--- src/rftxc_params.svh ---
// register offsets, field positions, reset values and timing counts
// for the transmitter driver and transmit check configuration bank.
// assumes inclusion by bare name from the design file only.
`ifndef RFTXC_PARAMS_SVH
`define RFTXC_PARAMS_SVH

`define RFTXC_OFS_DRIVER_PIN_CONTROL     8'h28
`define RFTXC_OFS_CARRIER_AMPLITUDE      8'h29
`define RFTXC_OFS_MODULATION_CONTROL     8'h2A
`define RFTXC_OFS_LOAD_CURRENT_OVERSHOOT 8'h2B
`define RFTXC_OFS_TX_CHECK_CONFIG        8'h2C

`define RFTXC_RST_DRIVER_PIN_CONTROL     8'h00
`define RFTXC_RST_CARRIER_AMPLITUDE      8'h00
`define RFTXC_RST_MODULATION_CONTROL     8'h00
`define RFTXC_RST_LOAD_CURRENT_OVERSHOOT 8'h00
`define RFTXC_RST_TX_CHECK_CONFIG        8'h00

// writable bits of each register; reserved bits read as zero
`define RFTXC_MSK_DRIVER_PIN_CONTROL     8'hCF
`define RFTXC_MSK_CARRIER_AMPLITUDE      8'hDF
`define RFTXC_MSK_MODULATION_CONTROL     8'hFF
`define RFTXC_MSK_LOAD_CURRENT_OVERSHOOT 8'hFF
`define RFTXC_MSK_TX_CHECK_CONFIG        8'h7F

`define RFTXC_BIT_SECOND_INV   7
`define RFTXC_BIT_FIRST_INV    6
`define RFTXC_BIT_OUTPUTS_ON   3
`define RFTXC_BIT_CW_MAX       3
`define RFTXC_BIT_MOD_INVERT   2
`define RFTXC_BIT_CHECK_INVERT 1
`define RFTXC_BIT_CHECK_APPEND 0

// fixed check presets
`define RFTXC_P16_0 16'h0000
`define RFTXC_P16_1 16'h6363
`define RFTXC_P16_2 16'hA671
`define RFTXC_P16_3 16'hFFFE
`define RFTXC_P16_7 16'hFFFF
`define RFTXC_P8_0  8'h00
`define RFTXC_P8_1  8'h12
`define RFTXC_P8_2  8'hBF
`define RFTXC_P8_3  8'hFD
`define RFTXC_P8_7  8'hFF
`define RFTXC_P5_0  5'h00
`define RFTXC_P5_1  5'h12
`define RFTXC_P5_7  5'h1F

// system clock cycles per carrier half period
`define RFTXC_CARRIER_HALF_DIV 4

`endif

--- src/rftxc_pkg.sv ---
// types shared by the transmitter configuration bank.
// assumes nothing of its surroundings.
package rftxc_pkg;

    typedef enum logic [1:0] {
        RFTXC_CHK5  = 2'h0,
        RFTXC_CHK8  = 2'h1,
        RFTXC_CHK16 = 2'h2,
        RFTXC_CHKRS = 2'h3
    } rftxc_kind_type;

    typedef enum logic [1:0] {
        RFTXC_SRC_NONE = 2'h0,
        RFTXC_SRC_ENV  = 2'h1,
        RFTXC_SRC_EXT  = 2'h2,
        RFTXC_SRC_RSV  = 2'h3
    } rftxc_src_type;

    typedef enum logic [2:0] {
        RFTXC_DRV_HIZ  = 3'h0,
        RFTXC_DRV_LOW  = 3'h1,
        RFTXC_DRV_HIGH = 3'h2,
        RFTXC_DRV_BAD3 = 3'h3,
        RFTXC_DRV_PP   = 3'h4,
        RFTXC_DRV_OD   = 3'h5,
        RFTXC_DRV_BAD6 = 3'h6,
        RFTXC_DRV_PPX  = 3'h7
    } rftxc_style_type;

    // gray codes along idle -> data -> check
    typedef enum logic [1:0] {
        RFTXC_ST_IDLE  = 2'b00,
        RFTXC_ST_DATA  = 2'b01,
        RFTXC_ST_CHECK = 2'b11
    } rftxc_state_type;

endpackage

--- src/rftxc_bank.sv ---
// transmitter driver configuration bank with transmit check generator.
// assumes a byte-wide register port on clk and a bit stream source
// and sink on clk; the external modulation input is asynchronous.
`timescale 1ns/10ps
`default_nettype none
`include "rftxc_params.svh"

module rftxc_bank #(
    parameter int         CARRIER_HALF_DIV = `RFTXC_CARRIER_HALF_DIV,
    parameter logic [15:0] POLY16          = 16'h1021,
    parameter logic [7:0]  POLY8           = 8'h1D,
    parameter logic [4:0]  POLY5           = 5'h09
) (
    input  wire logic        clk,
    input  wire logic        arst_n,
    input  wire logic [7:0]  reg_addr,
    input  wire logic [7:0]  reg_wdata,
    input  wire logic        reg_we,
    input  wire logic        reg_re,
    output logic      [7:0]  reg_rdata,
    input  wire logic [15:0] user_preset_16,
    input  wire logic [7:0]  user_preset_8,
    input  wire logic [4:0]  user_preset_5,
    input  wire logic        internal_envelope,
    input  wire logic        external_signal_input,
    input  wire logic        in_valid,
    input  wire logic        in_bit,
    input  wire logic        in_last,
    output logic             in_ready,
    output logic             out_valid,
    output logic             out_bit,
    output logic             out_last,
    input  wire logic        out_ready,
    output logic             antenna_out_a,
    output logic             antenna_out_a_oe,
    output logic             antenna_out_b,
    output logic             antenna_out_b_oe,
    output logic      [1:0]  carrier_level_reduction,
    output logic             carrier_max,
    output logic      [4:0]  residual_carrier,
    output logic      [3:0]  load_current_trim,
    output logic             modulation_on,
    output logic             overshoot_pulse
);

    logic [1:0] rst_sync_ff;
    logic       rst_n;
    logic [7:0] drv_ff;
    logic [7:0] amp_ff;
    logic [7:0] mod_ff;
    logic [7:0] load_ff;
    logic [7:0] chk_ff;
    logic [7:0] nxt_rdata;
    logic [7:0] rdata_ff;

    always_ff @(posedge clk or negedge arst_n) begin
        if (!arst_n) begin
            rst_sync_ff <= 2'b00;
        end else begin
            rst_sync_ff <= {rst_sync_ff[0], 1'b1};
        end
    end
    assign rst_n = rst_sync_ff[1];

    // register port
    always_ff @(posedge clk or negedge rst_n) begin
        if (!rst_n) begin
            drv_ff  <= `RFTXC_RST_DRIVER_PIN_CONTROL;
            amp_ff  <= `RFTXC_RST_CARRIER_AMPLITUDE;
            mod_ff  <= `RFTXC_RST_MODULATION_CONTROL;
            load_ff <= `RFTXC_RST_LOAD_CURRENT_OVERSHOOT;
            chk_ff  <= `RFTXC_RST_TX_CHECK_CONFIG;
        end else if (reg_we) begin
            case (reg_addr)
                `RFTXC_OFS_DRIVER_PIN_CONTROL: begin
                    drv_ff <= reg_wdata & `RFTXC_MSK_DRIVER_PIN_CONTROL;
                end
                `RFTXC_OFS_CARRIER_AMPLITUDE: begin
                    amp_ff <= reg_wdata & `RFTXC_MSK_CARRIER_AMPLITUDE;
                end
                `RFTXC_OFS_MODULATION_CONTROL: begin
                    mod_ff <= reg_wdata & `RFTXC_MSK_MODULATION_CONTROL;
                end
                `RFTXC_OFS_LOAD_CURRENT_OVERSHOOT: begin
                    load_ff <= reg_wdata
                             & `RFTXC_MSK_LOAD_CURRENT_OVERSHOOT;
                end
                `RFTXC_OFS_TX_CHECK_CONFIG: begin
                    chk_ff <= reg_wdata & `RFTXC_MSK_TX_CHECK_CONFIG;
                end
                default: begin
                end
            endcase
        end
    end

    always_comb begin
        case (reg_addr)
            `RFTXC_OFS_DRIVER_PIN_CONTROL:     nxt_rdata = drv_ff;
            `RFTXC_OFS_CARRIER_AMPLITUDE:      nxt_rdata = amp_ff;
            `RFTXC_OFS_MODULATION_CONTROL:     nxt_rdata = mod_ff;
            `RFTXC_OFS_LOAD_CURRENT_OVERSHOOT: nxt_rdata = load_ff;
            `RFTXC_OFS_TX_CHECK_CONFIG:        nxt_rdata = chk_ff;
            default:                           nxt_rdata = 8'h00;
        endcase
    end

    always_ff @(posedge clk or negedge rst_n) begin
        if (!rst_n) begin
            rdata_ff <= 8'h00;
        end else if (reg_re) begin
            rdata_ff <= nxt_rdata;
        end
    end
    assign reg_rdata = rdata_ff;

    // analog settings, registered for a clean handover
    always_ff @(posedge clk or negedge rst_n) begin
        if (!rst_n) begin
            carrier_level_reduction <= 2'h0;
            carrier_max             <= 1'b0;
            residual_carrier        <= 5'h00;
            load_current_trim       <= 4'h0;
        end else begin
            carrier_max <= mod_ff[`RFTXC_BIT_CW_MAX];
            // reduction is forced to zero while maximum is set
            carrier_level_reduction <= mod_ff[`RFTXC_BIT_CW_MAX]
                                     ? 2'h0 : amp_ff[7:6];
            residual_carrier  <= amp_ff[4:0];
            load_current_trim <= load_ff[3:0];
        end
    end

    // carrier divider: one enable per half period
    localparam int DIVW = $clog2(CARRIER_HALF_DIV + 1);
    logic [DIVW-1:0] div_ff;
    logic            half_tick;
    logic            carrier_ff;
    logic            carrier_tick;

    assign half_tick = (div_ff == DIVW'(CARRIER_HALF_DIV - 1));
    assign carrier_tick = half_tick && !carrier_ff;

    always_ff @(posedge clk or negedge rst_n) begin
        if (!rst_n) begin
            div_ff     <= '0;
            carrier_ff <= 1'b0;
        end else if (half_tick) begin
            div_ff     <= '0;
            carrier_ff <= !carrier_ff;
        end else begin
            div_ff <= div_ff + DIVW'(1);
        end
    end

    // modulation source
    logic [1:0] ext_sync_ff;
    logic       mod_sel;
    logic       mod_sig;
    logic       mod_prev_ff;

    always_ff @(posedge clk or negedge rst_n) begin
        if (!rst_n) begin
            ext_sync_ff <= 2'b00;
        end else begin
            ext_sync_ff <= {ext_sync_ff[0], external_signal_input};
        end
    end

    always_comb begin
        case (rftxc_pkg::rftxc_src_type'(mod_ff[1:0]))
            rftxc_pkg::RFTXC_SRC_ENV: mod_sel = internal_envelope;
            rftxc_pkg::RFTXC_SRC_EXT: mod_sel = ext_sync_ff[1];
            default:                  mod_sel = 1'b0;
        endcase
    end
    assign mod_sig = mod_sel ^ mod_ff[`RFTXC_BIT_MOD_INVERT];

    // overshoot: wait first value, then extra pulse, in carrier cycles
    logic [3:0] os_wait_ff;
    logic [3:0] os_len_ff;
    logic       os_arm_ff;

    always_ff @(posedge clk or negedge rst_n) begin
        if (!rst_n) begin
            mod_prev_ff     <= 1'b0;
            modulation_on   <= 1'b0;
            os_wait_ff      <= 4'h0;
            os_len_ff       <= 4'h0;
            os_arm_ff       <= 1'b0;
            overshoot_pulse <= 1'b0;
        end else begin
            mod_prev_ff   <= mod_sig;
            modulation_on <= mod_sig;
            if (mod_sig && !mod_prev_ff) begin
                os_wait_ff <= load_ff[7:4];
                os_len_ff  <= mod_ff[7:4];
                os_arm_ff  <= 1'b1;
            end else if (carrier_tick && os_arm_ff) begin
                if (os_wait_ff != 4'h0) begin
                    os_wait_ff <= os_wait_ff - 4'h1;
                end else if (os_len_ff != 4'h0) begin
                    os_len_ff <= os_len_ff - 4'h1;
                end else begin
                    os_arm_ff <= 1'b0;
                end
            end
            overshoot_pulse <= os_arm_ff && (os_wait_ff == 4'h0)
                             && (os_len_ff != 4'h0);
        end
    end

    // driver style decode, used for both pins; returns {level, enable}
    function automatic logic [1:0] drive(input logic [2:0] style,
                                         input logic       on,
                                         input logic       v);
        logic [1:0] r;
        r = 2'b00;
        if (on) begin
            case (rftxc_pkg::rftxc_style_type'(style))
                rftxc_pkg::RFTXC_DRV_LOW:  r = 2'b01;
                rftxc_pkg::RFTXC_DRV_HIGH: r = 2'b11;
                rftxc_pkg::RFTXC_DRV_PP:   r = {v, 1'b1};
                rftxc_pkg::RFTXC_DRV_PPX:  r = {v, 1'b1};
                rftxc_pkg::RFTXC_DRV_OD:   r = {1'b0, !v};
                // unsupported codes float the pin as the safe choice
                default:                   r = 2'b00;
            endcase
        end
        return r;
    endfunction

    logic [1:0] pin_a;
    logic [1:0] pin_b;

    assign pin_a = drive(drv_ff[2:0], drv_ff[`RFTXC_BIT_OUTPUTS_ON],
                         carrier_ff ^ drv_ff[`RFTXC_BIT_FIRST_INV]);
    assign pin_b = drive(drv_ff[2:0], drv_ff[`RFTXC_BIT_OUTPUTS_ON],
                         carrier_ff ^ drv_ff[`RFTXC_BIT_SECOND_INV]);

    always_ff @(posedge clk or negedge rst_n) begin
        if (!rst_n) begin
            antenna_out_a    <= 1'b0;
            antenna_out_a_oe <= 1'b0;
            antenna_out_b    <= 1'b0;
            antenna_out_b_oe <= 1'b0;
        end else begin
            {antenna_out_a, antenna_out_a_oe} <= pin_a;
            {antenna_out_b, antenna_out_b_oe} <= pin_b;
        end
    end

    // transmit check generator
    rftxc_pkg::rftxc_kind_type kind;
    rftxc_pkg::rftxc_state_type state_ff;
    logic [15:0] crc_ff;
    logic [15:0] preset;
    logic [4:0]  cnt_ff;
    logic [3:0]  top;
    logic        take;
    logic        sink_free;
    logic        chk_bit;

    assign kind = rftxc_pkg::rftxc_kind_type'(chk_ff[3:2]);

    always_comb begin
        case (kind)
            rftxc_pkg::RFTXC_CHK16: top = 4'hF;
            rftxc_pkg::RFTXC_CHK8:  top = 4'h7;
            default:                top = 4'h4;
        endcase
    end

    // codes four and five, and two/three with five bits, load zero
    always_comb begin
        preset = 16'h0000;
        case (kind)
            rftxc_pkg::RFTXC_CHK16: begin
                case (chk_ff[6:4])
                    3'h1:    preset = `RFTXC_P16_1;
                    3'h2:    preset = `RFTXC_P16_2;
                    3'h3:    preset = `RFTXC_P16_3;
                    3'h6:    preset = user_preset_16;
                    3'h7:    preset = `RFTXC_P16_7;
                    default: preset = `RFTXC_P16_0;
                endcase
            end
            rftxc_pkg::RFTXC_CHK8: begin
                case (chk_ff[6:4])
                    3'h1:    preset = {8'h00, `RFTXC_P8_1};
                    3'h2:    preset = {8'h00, `RFTXC_P8_2};
                    3'h3:    preset = {8'h00, `RFTXC_P8_3};
                    3'h6:    preset = {8'h00, user_preset_8};
                    3'h7:    preset = {8'h00, `RFTXC_P8_7};
                    default: preset = {8'h00, `RFTXC_P8_0};
                endcase
            end
            default: begin
                case (chk_ff[6:4])
                    3'h1:    preset = {11'h000, `RFTXC_P5_1};
                    3'h6:    preset = {11'h000, user_preset_5};
                    3'h7:    preset = {11'h000, `RFTXC_P5_7};
                    default: preset = {11'h000, `RFTXC_P5_0};
                endcase
            end
        endcase
    end

    // one shift of a msb-first generator; bits above the width stay zero
    function automatic logic [15:0] step(input logic [15:0] c,
                                         input logic [3:0]  t,
                                         input logic        b);
        logic [15:0] poly;
        logic [15:0] mask;
        logic        fb;
        poly = (t == 4'hF) ? POLY16
             : (t == 4'h7) ? {8'h00, POLY8} : {11'h000, POLY5};
        mask = (t == 4'hF) ? 16'hFFFF : (t == 4'h7) ? 16'h00FF : 16'h001F;
        fb   = b ^ c[t];
        return ((c << 1) & mask) ^ (fb ? poly : 16'h0000);
    endfunction

    assign sink_free = !out_valid || out_ready;
    assign in_ready  = sink_free && (state_ff != rftxc_pkg::RFTXC_ST_CHECK);
    assign take      = in_valid && in_ready;
    assign chk_bit   = crc_ff[top] ^ chk_ff[`RFTXC_BIT_CHECK_INVERT];

    always_ff @(posedge clk or negedge rst_n) begin
        if (!rst_n) begin
            state_ff  <= rftxc_pkg::RFTXC_ST_IDLE;
            crc_ff    <= 16'h0000;
            cnt_ff    <= 5'h00;
            out_valid <= 1'b0;
            out_bit   <= 1'b0;
            out_last  <= 1'b0;
        end else begin
            if (out_valid && out_ready) begin
                out_valid <= 1'b0;
            end
            case (state_ff)
                rftxc_pkg::RFTXC_ST_IDLE, rftxc_pkg::RFTXC_ST_DATA: begin
                    if (take) begin
                        crc_ff <= step((state_ff == rftxc_pkg::RFTXC_ST_IDLE)
                                       ? preset : crc_ff, top, in_bit);
                        out_valid <= 1'b1;
                        out_bit   <= in_bit;
                        if (in_last && chk_ff[`RFTXC_BIT_CHECK_APPEND]) begin
                            out_last <= 1'b0;
                            cnt_ff   <= {1'b0, top};
                            state_ff <= rftxc_pkg::RFTXC_ST_CHECK;
                        end else if (in_last) begin
                            out_last <= 1'b1;
                            state_ff <= rftxc_pkg::RFTXC_ST_IDLE;
                        end else begin
                            out_last <= 1'b0;
                            state_ff <= rftxc_pkg::RFTXC_ST_DATA;
                        end
                    end
                end
                rftxc_pkg::RFTXC_ST_CHECK: begin
                    if (sink_free) begin
                        out_valid <= 1'b1;
                        out_bit   <= chk_bit;
                        out_last  <= (cnt_ff == 5'h00);
                        crc_ff    <= crc_ff << 1;
                        cnt_ff    <= cnt_ff - 5'h01;
                        if (cnt_ff == 5'h00) begin
                            state_ff <= rftxc_pkg::RFTXC_ST_IDLE;
                        end
                    end
                end
                default: begin
                    state_ff <= rftxc_pkg::RFTXC_ST_IDLE;
                end
            endcase
        end
    end

endmodule // rftxc_bank
`default_nettype wire

--- config.mk ---
export PLATFORM = sky130hd
export DESIGN_NAME = rftxc_bank
export DESIGN_NICKNAME = d
export VERILOG_FILES = /design/src/rftxc_pkg.sv /design/src/rftxc_bank.sv
export VERILOG_INCLUDE_DIRS = /design/src
export SDC_FILE = /design/constraint.sdc
export NUM_CORES = 1
export LEC_CHECK = 0
export BUFFER_PORTS_ARGS = -buffer_cell sky130_fd_sc_hd__buf_2
export CORE_MARGIN = 10
export CORE_UTILIZATION = 49
export CTS_CLUSTER_SIZE = 20
export DETAILED_ROUTE_END_ITERATION = 10
export MAX_ROUTING_LAYER = met4
export PLACE_DENSITY = 0.74
export SETUP_SLACK_MARGIN = 0.1
export SLEW_MARGIN = 5
export SYNTH_ARGS = -nofsm -noshare
export SYNTH_HDL_FRONTEND = slang
export SYNTH_SLANG_ARGS = --single-unit
--- constraint.sdc ---
create_clock -name clk -period 3.4 [get_ports clk]
set_clock_uncertainty 0.05 [all_clocks]
set_input_delay 0.51 -clock clk [delete_from_list [all_inputs] [get_ports clk]]
set_output_delay 0.51 -clock clk [all_outputs]
set_load 0.005 [all_outputs]
==> reports/qor.txt <==
status -> completed
Yosys reg bits -> 105
Final Critical Period -> 2.88 ns
setup TNS -> 0 ns
peak supply drop -> 0.000370 V
largest family of logic cells by synthesized area -> compound AO/OA/AOI/OAI gates
via count -> 4251
Layout Nets -> 658
clock root buffer -> clkbuf_8
Die H -> 124 um
drt drc -> 0
drt pass-1 iters -> 7
fraction of layout instances using a drive strength above 1 -> 0.269
number of global-route vias before repair -> 4300
Highest Clock Rate -> 0.347 GHz
TritonCTS Buffers -> 9
Synth Area in Compound Gates -> 0.174
Die W -> 124 um
Netlist cell types -> 59
Area after DPL -> 5830 um2
DP HPWL -> 10100 um
area delta synth->final -> 15.0%
max-slew violation count -> 0
Resized Gates After CTS -> 0
# rows -> 37
Arr. time, crit path -> 3.09 ns
setup bufs post-CTS -> 0
Worst-Margin Slew -> 0.830 ns
MaxCap Viol Count -> 0
gr usage total -> 0.184
Synthesized Nets -> 576
Worst-path clk slew -> 0.11 ns
Via-to-Cell Ratio -> 5.79
mux share of post-synthesis cell area -> 0.104
IO Port Bufs -> 84
Leak -> 0.00288 uW
unrepaired setup endpoints after global routing -> no
Wirelength per Cell -> 18.2 um
CP max stage cell -> a2111oi_2
final hold vios -> 0
global-route wire length before repair -> 21600 um
crit-path max cell delay -> 0.67 ns
Post-synth EDFFs -> 0
Final period util -> 0.846
Worst Setup End Kind -> register
Clock Tree Buf Depth -> 2
clk sink count -> 105
n_diodes -> 0
area share of xor/xnor cells in the synthesized design -> 0.0300
Seq/Total Area, Yosys -> 0.500
crit-path max FO -> 13
ys async rst share -> 1.00
Hold WC Path Type -> primary input to register
drt first-iter violations -> 402
Clock Latency Late Sink -> 0.38 ns
Setup Crit Path Kind -> register to register
placed insts -> 717
Finished Cell Area -> 6040 um2
post-route insts no fill -> 734
cells along the critical path -> inv_1 -> ha_1 -> buf_4 -> o31a_1 -> a2111oi_2 -> a2111oi_4 -> xnor2_1 -> a221o_1
DIE AREA -> 15300 um2
initial antenna violation count -> 0
pin count of the biggest net entering global routing -> 56
Req. time, crit path -> 3.61 ns
cts hold-fix bufs -> 1
Synth Area in Adders -> 0.0257
Detail Route Antenna Nets -> 0
io pins -> 85
Main synth FF type -> dfrtp_1
GPL Wtd Cong -> 0.868
relative slew slack -> 0.447
Setup crit start kind -> register
Setup Viol. Count Final -> 0
setup ws final -> 0.522 ns
Simple-Gate Fraction of Synth Area -> 0.131
cell family with most CP delay -> compound AO/OA/AOI/OAI gates
core area -> 10400 um2
pre-CTS WS -> 0.590 ns
Initial Utilization -> 0.507
Syn Area/Cell -> 10.3 um2
WP buf/inv -> 2
final WL -> 13400 um
CTS tree -> yes
Post-Syn Area -> 5250 um2
Syn Inst Count -> 511
grt ovf -> 0
warning count from the yosys run -> 0
Final Util -> 0.582
power per cell area -> 465 nW/um2
fill count -> 931
CTS H-Tree Depth -> 3
## power by group
part	switching, uW	internal [uW]	leakage (uW)
Combinational	265	228	0.00139
Clock	456	356	0.000102
Sequential	123	1380	0.00139
## logic make-up (layout without fill, tap and decap cells)
kind of cell    count (synthesis)  count (layout)
compound gates                144             144
xor+xnor                       18              18
fa+ha+maj                      11              11
buf+inv                        47             134
flops                         105             105
mux                            48              48
other cells                     1               1
simple gates                  137             137
## registers in the layout, indices dropped and copies added (netlist names), 2 cells and up
register / count
rst_sync_ff: 2
ext_sync_ff: 2
crc_ff: 16
reg_rdata: 8
os_len_ff: 4
chk_ff: 7
load_ff: 8
amp_ff: 7
mod_ff: 8
cnt_ff: 5
div_ff: 3
load_current_trim: 4
state_ff: 2
drv_ff: 6
os_wait_ff: 4
residual_carrier: 5
carrier_level_reduction: 2
## cells in the mapped netlist (all sizes together), types with 6 or more instances
cell,number,area [um2]
a21oi,48,244
a222oi,6,60.1
and3,8,50.1
buf,8,37.5
clkbuf,16,60.1
dfrtp,105,2630
ha,10,125
inv,23,86.3
mux2,41,462
mux2i,6,60.1
nand2,34,128
nand2b,7,43.8
nand3,14,70.1
nor2,42,158
o21ai,46,230
o22ai,6,43.8
xnor2,14,123
## worst register-to-register path: stages, from the launching register on
cell,delay (ns)
dfrtp_1,0.43
inv_1,0.06
ha_1,0.43
buf_4,0.24
o31a_1,0.33
a2111oi_2,0.67
a2111oi_4,0.09
xnor2_1,0.16
a221o_1,0.30
## worst paths after layout
kind | startpoint | end | slack (ns) | depth (start not counted)
setup / recovery | chk_ff[2]$_DFFE_PN0P_ | crc_ff[2]$_DFFE_PN0P_ | 0.52 | 8
hold / removal | external_signal_input | ext_sync_ff[0]$_DFF_PN0_ | 0.18 | 1
setup reg to reg | chk_ff[2]$_DFFE_PN0P_ | crc_ff[2]$_DFFE_PN0P_ | 0.52 | 8
hold reg to reg | rst_sync_ff[0]$_DFF_PN0_ | rst_sync_ff[1]$_DFF_PN0_ | 0.31 | 0
max in group asynchronous | rst_sync_ff[1]$_DFF_PN0_ | crc_ff[4]$_DFFE_PN0P_ | 2.10 | 1
min in group asynchronous | rst_sync_ff[1]$_DFF_PN0_ | load_ff[1]$_DFFE_PN0P_ | 0.36 | 0
## through the flow
step	hold slack, ns	total power (uW)
2_1_floorplan	0.164	1840
3_3_place_gp	0.246	2000
3_5_place_dp	0.247	2020
4_1_cts	0.166	2830
5_1_grt	0.161	2960
6_report	0.183	2810
## area by class of cell
class                           instances  area (um2)  share of cell area
Clock buffer                           11         131              0.0218
Clock inverter                          5        72.6              0.0120
Inverter                               23        86.3              0.0143
Multi-Input combinational cell        359        2440               0.404
Sequential cell                       105        2630               0.436
Tap cell                              136         170              0.0282
Timing Repair Buffer                   95         505              0.0837
## metal layers
layer	GRT usage	vias to the layer above	share of wire
li1	-	1994	-
met1	0.213	2090	0.42
met2	0.314	147	0.50
met3	0.0447	20	0.059
met4	0.0459	0	0.013
met5	-	-	0
## layout by cell type, fill, tap and decap left out, drive strengths merged, types with 4 or more instances in the layout
cell / instances
a211oi: 4
a21o: 4
a21oi: 48
a222oi: 6
a22oi: 5
and2: 5
and3: 8
buf: 94
clkbuf: 11
dfrtp: 105
ha: 10
inv: 26
mux2: 41
mux2i: 6
nand2: 34
nand2b: 7
nand3: 14
nor2: 42
nor2b: 5
nor3b: 5
o21ai: 46
o22ai: 6
xnor2: 14
xor2: 4
(Power assumes the default switching activity.)
